--- src/include/cca_map.vh ---
`ifndef CCA_MAP_VH
`define CCA_MAP_VH
// ------------------------------------------------------------
// register byte offsets
// ------------------------------------------------------------
`define CCA_OFS_TCTRL 8'h00
`define CCA_OFS_TVAL0 8'h04
`define CCA_OFS_TVAL1 8'h08
`define CCA_OFS_TREL0 8'h0C
`define CCA_OFS_TREL1 8'h10
`define CCA_OFS_ISTAT 8'h14
`define CCA_OFS_IMASK 8'h18
`define CCA_PAGE_VAL 2'h1
`define CCA_PAGE_CTL 2'h2
// ------------------------------------------------------------
// timer control fields, timer k at bit k*8
// ------------------------------------------------------------
`define CCA_TC_STRIDE 8
`define CCA_TC_RUN 0
`define CCA_TC_SEL 1
`define CCA_TC_STAGGER 15
`define CCA_CLK_DIV1 3'h0
`define CCA_CLK_DIV4 3'h1
`define CCA_CLK_DIV16 3'h2
`define CCA_CLK_DIV64 3'h3
`define CCA_CLK_T6OVF 3'h4
`define CCA_CLK_EXT 3'h5
// ------------------------------------------------------------
// channel control fields and modes
// ------------------------------------------------------------
`define CCA_CC_TSEL 0
`define CCA_CC_SINGLE 6
`define CCA_CC_FIRED 7
`define CCA_CC_PIN 8
`define CCA_M_OFF 3'h0
`define CCA_M_CAP 3'h1
`define CCA_M_CMP0 3'h2
`define CCA_M_CMP1 3'h3
`define CCA_M_CMP2 3'h4
`define CCA_M_CMP3 3'h5
`define CCA_M_DBL 3'h6
// ------------------------------------------------------------
// reset values and constants
// ------------------------------------------------------------
`define CCA_RST_16 16'h0000
`define CCA_RST_32 32'h0000_0000
`define CCA_TMAX 16'hFFFF
`define CCA_STAG_LAST 3'h7
`endif

--- src/core/cca_core.v ---
`timescale 1ns/1ns
`include "cca_map.vh"
module cca_core (
   input wire pclk,
   input wire presetn,
   input wire psel,
   input wire penable,
   input wire pwrite,
   input wire [7:0] paddr,
   input wire [31:0] pwdata,
   output reg [31:0] prdata,
   output wire pready,
   output reg pslverr,
   input wire [15:0] ch_pin_in,
   output wire [15:0] ch_pin_out,
   output reg [15:0] ch_pin_oe,
   input wire companion_timer_six_ovf,
   input wire [1:0] ext_count,
   output wire irq
);

   // ------------------------------------------------------------
   // helpers
   // ------------------------------------------------------------
   // edge qualifier: bit0 rising, bit1 falling
   function edge_hit;
      input [1:0] sel;
      input now;
      input prev;
      begin
         edge_hit = (sel[0] & now & ~prev) | (sel[1] & ~now & prev);
      end
   endfunction

   // ------------------------------------------------------------
   // state
   // ------------------------------------------------------------
   reg [15:0] tctrl_q; // timer control
   reg [15:0] tval_q [0:1]; // timer counts
   reg [15:0] trel_q [0:1]; // reload values
   reg [15:0] istat_q; // sticky event flags
   reg [15:0] imask_q; // interrupt mask
   reg [15:0] val_q [0:15]; // channel capture/compare values
   reg [6:0] ctl_q [0:15]; // channel control
   reg [15:0] fired_q; // single event spent
   reg [15:0] done_q; // once-per-period compare taken
   reg [15:0] pin_q; // pin output latches
   reg [15:0] pin_prev_q; // previous pin samples
   reg [5:0] presc_q; // free running prescaler
   reg [2:0] phase_q; // stagger slot counter
   reg [1:0] ext_prev_q; // previous count input samples
   reg [1:0] upd_q; // timer changed last cycle
   reg [1:0] ovf_q; // timer overflowed last cycle

   reg [1:0] tick; // raw timer clock per timer
   reg [1:0] tick_g; // gated timer clock
   reg [1:0] ovf; // overflow this cycle
   reg [15:0] cap_hit; // capture events
   reg [15:0] cmp_hit; // qualified compare matches
   reg [15:0] toggle; // pin toggles
   reg [15:0] set_pin; // mode 3 set
   reg [15:0] clr_pin; // mode 3 clear
   reg [15:0] tcap [0:15]; // timer value seen by each channel
   integer i;
   integer k;

   wire stagger = tctrl_q[`CCA_TC_STAGGER];
   wire wr = psel & penable & pwrite; // write takes effect in access phase
   wire setup = psel & ~penable; // read data latched at setup
   wire [3:0] cidx = paddr[5:2];
   wire [1:0] page = paddr[7:6];
   wire wr_ctl = wr & (page == `CCA_PAGE_CTL);
   wire wr_val = wr & (page == `CCA_PAGE_VAL);
   wire wr_istat = wr & (paddr == `CCA_OFS_ISTAT);

   assign pready = 1'b1; // zero wait states
   assign ch_pin_out = pin_q;
   assign irq = |(istat_q & imask_q);

   // ------------------------------------------------------------
   // timer clock selection
   // ------------------------------------------------------------
   // staggered operation lets a timer step only in the last slot of
   // eight, trading resolution for a fixed compare schedule
   always @* begin
      for (k = 0; k < 2; k = k + 1) begin
         case (tctrl_q[k*`CCA_TC_STRIDE+`CCA_TC_SEL +: 3])
            `CCA_CLK_DIV1: tick[k] = 1'b1;
            `CCA_CLK_DIV4: tick[k] = &presc_q[1:0];
            `CCA_CLK_DIV16: tick[k] = &presc_q[3:0];
            `CCA_CLK_DIV64: tick[k] = &presc_q;
            `CCA_CLK_T6OVF: tick[k] = companion_timer_six_ovf;
            `CCA_CLK_EXT: tick[k] = ext_count[k] & ~ext_prev_q[k];
            default: tick[k] = 1'b0;
         endcase
         tick_g[k] = tctrl_q[k*`CCA_TC_STRIDE+`CCA_TC_RUN] & tick[k] &
                     (~stagger | (phase_q == `CCA_STAG_LAST));
         ovf[k] = tick_g[k] & (tval_q[k] == `CCA_TMAX);
      end
   end

   // ------------------------------------------------------------
   // time bases
   // ------------------------------------------------------------
   // a software write to a count beats a tick in the same cycle
   always @(posedge pclk or negedge presetn) begin
      if (!presetn) begin
         tval_q[0] <= `CCA_RST_16;
         tval_q[1] <= `CCA_RST_16;
         trel_q[0] <= `CCA_RST_16;
         trel_q[1] <= `CCA_RST_16;
         tctrl_q <= `CCA_RST_16;
         presc_q <= 6'h00;
         phase_q <= 3'h0;
         ext_prev_q <= 2'b00;
         upd_q <= 2'b00;
         ovf_q <= 2'b00;
      end else begin
         presc_q <= presc_q + 6'h01;
         phase_q <= phase_q + 3'h1;
         ext_prev_q <= ext_count;
         ovf_q <= ovf;
         if (wr && paddr == `CCA_OFS_TCTRL) begin
            tctrl_q <= pwdata[15:0];
         end
         if (wr && paddr == `CCA_OFS_TREL0) begin
            trel_q[0] <= pwdata[15:0];
         end
         if (wr && paddr == `CCA_OFS_TREL1) begin
            trel_q[1] <= pwdata[15:0];
         end
         for (k = 0; k < 2; k = k + 1) begin
            upd_q[k] <= tick_g[k];
            if (wr && paddr == ((k == 0) ? `CCA_OFS_TVAL0 : `CCA_OFS_TVAL1)) begin
               tval_q[k] <= pwdata[15:0];
               upd_q[k] <= 1'b1; // a new count is compared too
            end else if (ovf[k]) begin
               tval_q[k] <= trel_q[k];
            end else if (tick_g[k]) begin
               tval_q[k] <= tval_q[k] + 16'h0001;
            end
         end
      end
   end

   // ------------------------------------------------------------
   // channel event decode
   // ------------------------------------------------------------
   // compares only fire in the cycle after their timer changed, so a
   // count that stands still does not raise a stream of events
   always @* begin
      for (i = 0; i < 16; i = i + 1) begin
         tcap[i] = tval_q[ctl_q[i][`CCA_CC_TSEL]];
         cap_hit[i] = (ctl_q[i][3:1] == `CCA_M_CAP) &&
                      edge_hit(ctl_q[i][5:4], ch_pin_in[i], pin_prev_q[i]);
         cmp_hit[i] = (ctl_q[i][3:1] >= `CCA_M_CMP0) &&
                      (ctl_q[i][3:1] <= `CCA_M_DBL) &&
                      upd_q[ctl_q[i][`CCA_CC_TSEL]] &&
                      (tcap[i] == val_q[i]) &&
                      !(ctl_q[i][`CCA_CC_SINGLE] && fired_q[i]) &&
                      !(((ctl_q[i][3:1] == `CCA_M_CMP2) ||
                         (ctl_q[i][3:1] == `CCA_M_CMP3)) && done_q[i]);
      end
      for (i = 0; i < 16; i = i + 1) begin
         toggle[i] = cmp_hit[i] && ((ctl_q[i][3:1] == `CCA_M_CMP1) ||
                                    (ctl_q[i][3:1] == `CCA_M_DBL));
         if (i < 8) begin
            // upper partner of a double pair toggles the lower pin
            toggle[i] = toggle[i] || ((ctl_q[i][3:1] == `CCA_M_DBL) &&
                                      cmp_hit[i+8]);
         end
         set_pin[i] = cmp_hit[i] && (ctl_q[i][3:1] == `CCA_M_CMP3);
         clr_pin[i] = (ctl_q[i][3:1] == `CCA_M_CMP3) &&
                      ovf_q[ctl_q[i][`CCA_CC_TSEL]];
         // only pin-driving modes take the pin, modes 0 and 2 leave it
         ch_pin_oe[i] = (ctl_q[i][3:1] == `CCA_M_CMP1) ||
                        (ctl_q[i][3:1] == `CCA_M_CMP3) ||
                        (ctl_q[i][3:1] == `CCA_M_DBL);
      end
   end

   // ------------------------------------------------------------
   // channel array
   // ------------------------------------------------------------
   // in each flag the hardware set wins over the clear
   always @(posedge pclk or negedge presetn) begin
      if (!presetn) begin
         for (i = 0; i < 16; i = i + 1) begin
            val_q[i] <= `CCA_RST_16;
            ctl_q[i] <= 7'h00;
         end
         fired_q <= `CCA_RST_16;
         done_q <= `CCA_RST_16;
         pin_q <= `CCA_RST_16;
         pin_prev_q <= `CCA_RST_16;
      end else begin
         pin_prev_q <= ch_pin_in;
         for (i = 0; i < 16; i = i + 1) begin
            // capture wins over a software write to the same channel
            if (cap_hit[i]) begin
               val_q[i] <= tcap[i];
            end else if (wr_val && cidx == i) begin
               val_q[i] <= pwdata[15:0];
            end
            if (wr_ctl && cidx == i) begin
               ctl_q[i] <= pwdata[6:0];
            end
            // writing the control register re-arms a single event
            if (cmp_hit[i] && ctl_q[i][`CCA_CC_SINGLE]) begin
               fired_q[i] <= 1'b1;
            end else if (wr_ctl && cidx == i) begin
               fired_q[i] <= 1'b0;
            end
            // once-per-period modes rearm at their timer overflow
            if (cmp_hit[i] && ((ctl_q[i][3:1] == `CCA_M_CMP2) ||
                               (ctl_q[i][3:1] == `CCA_M_CMP3))) begin
               done_q[i] <= 1'b1;
            end else if (ovf_q[ctl_q[i][`CCA_CC_TSEL]]) begin
               done_q[i] <= 1'b0;
            end
            // match beats overflow when both land together
            if (toggle[i]) begin
               pin_q[i] <= ~pin_q[i];
            end else if (set_pin[i]) begin
               pin_q[i] <= 1'b1;
            end else if (clr_pin[i]) begin
               pin_q[i] <= 1'b0;
            end
         end
      end
   end

   // ------------------------------------------------------------
   // interrupt status and mask
   // ------------------------------------------------------------
   // captures and every qualified match, mode 0 included, raise a flag
   always @(posedge pclk or negedge presetn) begin
      if (!presetn) begin
         istat_q <= `CCA_RST_16;
         imask_q <= `CCA_RST_16;
      end else begin
         istat_q <= (istat_q & ~(wr_istat ? pwdata[15:0] : `CCA_RST_16)) |
                    cap_hit | cmp_hit;
         if (wr && paddr == `CCA_OFS_IMASK) begin
            imask_q <= pwdata[15:0];
         end
      end
   end

   // ------------------------------------------------------------
   // apb read and error
   // ------------------------------------------------------------
   // read data is latched in the setup cycle so the access phase can
   // complete at once; state seen is that of the setup edge
   always @(posedge pclk or negedge presetn) begin
      if (!presetn) begin
         prdata <= `CCA_RST_32;
         pslverr <= 1'b0;
      end else if (setup) begin
         prdata <= `CCA_RST_32;
         pslverr <= 1'b0;
         if (page == `CCA_PAGE_VAL) begin
            prdata <= {16'h0000, val_q[cidx]};
         end else if (page == `CCA_PAGE_CTL) begin
            prdata <= {23'h000000, pin_q[cidx], fired_q[cidx], ctl_q[cidx]};
         end else begin
            case (paddr)
               `CCA_OFS_TCTRL: prdata <= {16'h0000, tctrl_q};
               `CCA_OFS_TVAL0: prdata <= {16'h0000, tval_q[0]};
               `CCA_OFS_TVAL1: prdata <= {16'h0000, tval_q[1]};
               `CCA_OFS_TREL0: prdata <= {16'h0000, trel_q[0]};
               `CCA_OFS_TREL1: prdata <= {16'h0000, trel_q[1]};
               `CCA_OFS_ISTAT: prdata <= {16'h0000, istat_q};
               `CCA_OFS_IMASK: prdata <= {16'h0000, imask_q};
               default: pslverr <= 1'b1; // unmapped, reads zero
            endcase
         end
      end
   end

endmodule // cca_core

--- config.mk ---
export PLATFORM = sky130hd
export DESIGN_NAME = cca_core
export DESIGN_NICKNAME = d
export VERILOG_FILES = /design/src/core/cca_core.v
export VERILOG_INCLUDE_DIRS = /design/src /design/src/include
export SDC_FILE = /design/constraint.sdc
export NUM_CORES = 2
export LEC_CHECK = 0
export ABC_AREA = 1
export ABC_CLOCK_PERIOD_IN_PS = 2410
export BUFFER_PORTS_ARGS = -buffer_cell sky130_fd_sc_hd__buf_4
export CAP_MARGIN = 10
export CORE_ASPECT_RATIO = 0.8
export CORE_UTILIZATION = 35
export DETAILED_ROUTE_END_ITERATION = 6
export PLACE_DENSITY = 0.6
export RECOVER_POWER = 100
export SLEW_MARGIN = 40
export SYNTH_ARGS = -nofsm -noshare
export SYNTH_HDL_FRONTEND = slang
export SYNTH_SLANG_ARGS = --single-unit
--- constraint.sdc ---
create_clock -name pclk -period 2.41 [get_ports pclk]
set_input_delay 0.3615 -clock pclk [delete_from_list [all_inputs] [get_ports pclk]]
set_output_delay 0.3615 -clock pclk [all_outputs]
set_load 0.05 [all_outputs]
==> metrics.md <==
| Metric | Value |
|---|---|
| Outcome | `complete, but fails checks` |
| Failing checks | `DRC, capacitance limit, slew limit, setup timing` |
| Hold Path Class | `primary input to flop` |
| Initial antenna violation count | `25` |
| Area grow syn2layout | `22.84%` |
| Met3 WL | `approximately 35 mm` |
| Clock-pin slew on the worst setup and hold paths | `around 70 ps` |
| Stages on worst setup path | `10` |
| Hold Path End | `val_q[197]$_DFFE_PN0P_` |
| Place WS | `-308.2 ps` |
| R2R Setup Slk | `-20 ps` |
| Setup tns final | `-33.70 ps` |
| Core Rows | `~110` |
| Yosys reg bits | `about 580` |
| Gpl congestion | `about 1.1` |
| Sinks on the clock net | `approximately 580` |
| Largest fanout on the critical path | `4` |
| Post-DP HPWL | `between 150 and 200 mm` |
| Final period utilization | `100.7%` |
| Synth Instances | `between 5000 and 6000` |
| IO Pins | `roughly 130` |
| Drt wl/cell | `about 30 um` |
| Yosys warns | `0` |
| Slowest-stage cell, CP | `dfrtp_1` |
| Setup slack after layout | `-16.31 ps` |
| VDD IR max | `589.9 uV` |
| Chip Width | `about 370 um` |
| Max-Cap Viols | `1` |
| TritonCTS buffer count | `71` |
| GRT Total Usage | `about two fifths` |
| DRC violations left | `12` |
| Max clock buf depth | `3` |
| Hold path cells | `3` |
| Vias | `46865` |
| Utilization after layout | `a little over two fifths` |
| Most frequent CP cell | `nand2_1` |
| Hold_ws | `around 54 ps` |
| Final Critical Period | `approximately 2400 ps` |
| CP Data Required Time | `~3000 ps` |
| CP Capture Type | `flop` |
| IO buf count | `slightly below 100` |
| WP data arrival | `~3000 ps` |
| Finish-stage setup viols | `3` |
| First drt pass iteration count | `7` |
| Worst-margin pin slew | `1549 ps` |
| Reg2reg path depth | `10` |
| Ys async rst share | `between 90% and 100%` |
| Post-synth cell types | `between 50 and 60` |
| Final hold violation count | `0` |
| Clock Tree Root | `clkbuf_16` |
| DR iter-0 viols | `7179` |
| CP Launch Type | `flop` |
| Initial core utilization | `between 30 and 40%` |
| Core area | `109100 um2` |
| H-tree depth | `3` |
| Largest net degree at the start of global routing | `between 80 and 90` |
| Vias/cell | `~5.9` |
| Die Y | `roughly 300 um` |
| Syn_area_per_cell | `6.519 um2` |
| TritonCTS clock tree | `done` |
| GRT overflow | `0` |
| Antenna-violating nets left | `0` |
| Clk_lat worst skew | `690 ps` |
| EDFF count, synth | `0` |
| Nets | `~6500` |
| Met1 Wirelength | `about 94 mm` |
| Crit Path Class | `flop to flop` |
| R2r startpoint | `ctl_q[70]$_DFFE_PN0P_` |
| Power Total | `about 43 mW` |
| Total power per unit cell area | `roughly 890 nW/um2` |
| Vias in the first global route | `roughly 41000` |
| Synthesized cell area | `between 30000 and 40000 um2` |
| CP top delay family | `compound AO/OA/AOI/OAI gates` |
| Crit-path cells | `inv_1 -> clkbuf_2 -> o22ai_1 -> o21ai_0 -> buf_4 -> nand2_1 -> o21ai_0 -> nand3_1 -> nand2_1 -> nand2_1` |
| Final WL | `about 240 mm` |
| Hold Startpoint | `pwdata[5]` |
| Ys flop type | `dfrtp_1` |
| Reg-to-reg endpoint | `prdata[0]$_DFFE_PN0P_` |
| Setup repair after global routing missed its margin | `yes` |
| Lkg Pwr | `approximately 24 nW` |
| DR top layer | `met5` |
| Fmax | `0.4121 GHz` |
| Seq/Total Area, Yosys | `~37%` |
| Normalized max-slew margin | `-3.264%` |
| Layout cells sized above 1 | `12.66%` |
| Largest stage delay, worst path | `around 460 ps` |
| Die ar. | `~110000 um2` |
| Final max-slew violation count | `18` |
| Crit path buf inv count | `3` |
| First-pass GRT wire length | `around 320 mm` |
| Met2 wire length | `91.61 mm` |
| Clk_skew | `28.86 ps` |
[kinds of logic after synthesis]
kind of cell	Yosys count	share of synthesized area (%)
simple gates	2961	31.03
compound gates	1374	20.15
buf+inv	974	10.30
flops	576	37.21
xor+xnor	50	1.130
fa+ha+maj	5	0.1615
other cells	2	0.01939
[stage by stage]
| stage | cells | instance area [um2] |
|---|---|---|
| 6_report | 7888 | 47590 |
| 5_1_grt | 7873 | 47550 |
| 4_1_cts | 7862 | 48060 |
| 3_5_place_dp | 7710 | 45150 |
| 3_3_place_gp | 7710 | 45150 |
| 2_1_floorplan | 5957 | 38790 |
[report_power, final]
part / leakage (nW) / switching, mW / internal (mW)
Sequential: 6.63 / 1.21 / 11.2
Clock: 1.26 / 5.02 / 7.22
Combinational: 15.7 / 12.4 / 5.42
Total: 23.6 / 18.7 / 23.8
[routing by layer]
metal	up-vias	GRT usage, %
met3	687	15.05
met2	3466	55.76
met1	22175	56.31
met5	-	0.8386
li1	20525	-
met4	12	20.96
[cell type report]
class / count / area, um2
fill: 11321 / 61460
clock buffer: 95 / 2057
timing repair buffer: 707 / 5911
tap: 1430 / 1789
inverter: 622 / 2355
multi-input combinational: 4407 / 20490
sequential: 576 / 14420
antenna: 19 / 47.55
clock inverter: 32 / 513.0
[Yosys cell counts (all sizes together), types with 2 or more instances]
| cell type | n | area, um2 |
|---|---|---|
| dfrtp | 576 | 14410 |
| nand3 | 344 | 1727 |
| and3 | 2 | 12.51 |
| o22ai | 317 | 1983 |
| nor2b | 2 | 12.51 |
| nand4 | 59 | 369.1 |
| a21boi | 3 | 22.52 |
| a31oi | 7 | 43.79 |
| nor4 | 4 | 25.02 |
| o2111ai | 4 | 35.03 |
| or2 | 2 | 12.51 |
| nor3 | 51 | 265.3 |
| ha | 5 | 62.56 |
| xnor2 | 4 | 35.03 |
| buf | 192 | 1049 |
| a22oi | 20 | 150.1 |
| nand3b | 28 | 210.2 |
| xor2 | 46 | 402.9 |
| nand2 | 2069 | 7804 |
| o21ai | 747 | 3746 |
| o31ai | 3 | 22.52 |
| nor2 | 399 | 1575 |
| o21a | 4 | 30.03 |
| a21oi | 139 | 695.7 |
| clkinv | 9 | 33.78 |
| o211ai | 47 | 352.8 |
| o221ai | 52 | 455.4 |
| inv | 613 | 2303 |
| clkbuf | 160 | 604.3 |
| o311ai | 25 | 219.0 |
| conb | 2 | 7.510 |
[flip-flops by register name (all words and copies together) (netlist names), 3 cells and up]
register,flops
presc_q,6
done_q,16
tctrl_q,16
phase_q,3
istat_q,16
imask_q,16
prdata,16
ch_pin_out,16
ctl_q,112
val_q,256
tval_q,32
trel_q,32
fired_q,16
pin_prev_q,16
[worst max path at each step]
| stage | startpoint | end | slack, ps |
|---|---|---|---|
| finish | ctl_q[70]$_DFFE_PN0P_ | prdata[0]$_DFFE_PN0P_ | -20 |
| global route | ctl_q[3]$_DFFE_PN0P_ | val_q[11]$_DFFE_PN0P_ | -20 |
| CTS | istat_q[15]$_DFF_PN0_ | irq | 1 |
| detailed placement | paddr[3] | prdata[2]$_DFFE_PN0P_ | -310 |
| global placement | paddr[3] | prdata[2]$_DFFE_PN0P_ | -300 |
| floorplan | ctl_q[73]$_DFFE_PN0P_ | ch_pin_oe[5] | 350 |
[cells in the final DEF (no fill, tap or decap), drive strengths merged, types with 4 or more instances in the layout]
cell and instances:
nand2 2069, o21ai 747, inv 615, dfrtp 576
buf 545, nor2 399, nand3 344, o22ai 317
clkbuf 236, a21oi 139, nand4 59, o221ai 52
nor3 51, o211ai 47, xor2 46, nand3b 28
o311ai 25, a22oi 20, dlygate4sd3 20, clkinv 20
diode 19, conb 17, bufinv 11, clkinvlp 8
a31oi 7, ha 5, o21a 4, nor4 4
xnor2 4, o2111ai 4
[worst min-delay path: stages]
cell and delay, ps:
buf_4 110, o21ai_0 90, o22ai_1 110
[repair_timing]
| action | in CTS | in global routing |
|---|---|---|
| pin swaps | 3 | 4 |
| setup endpoints to repair | 10 | 62 |
| setup buffers | 5 | 7 |
| hold buffers | 20 | 0 |
| gates resized for setup | 31 | 36 |
| endpoints found under the hold margin | 180 | 0 |
Power figures use the tool's default switching activity.
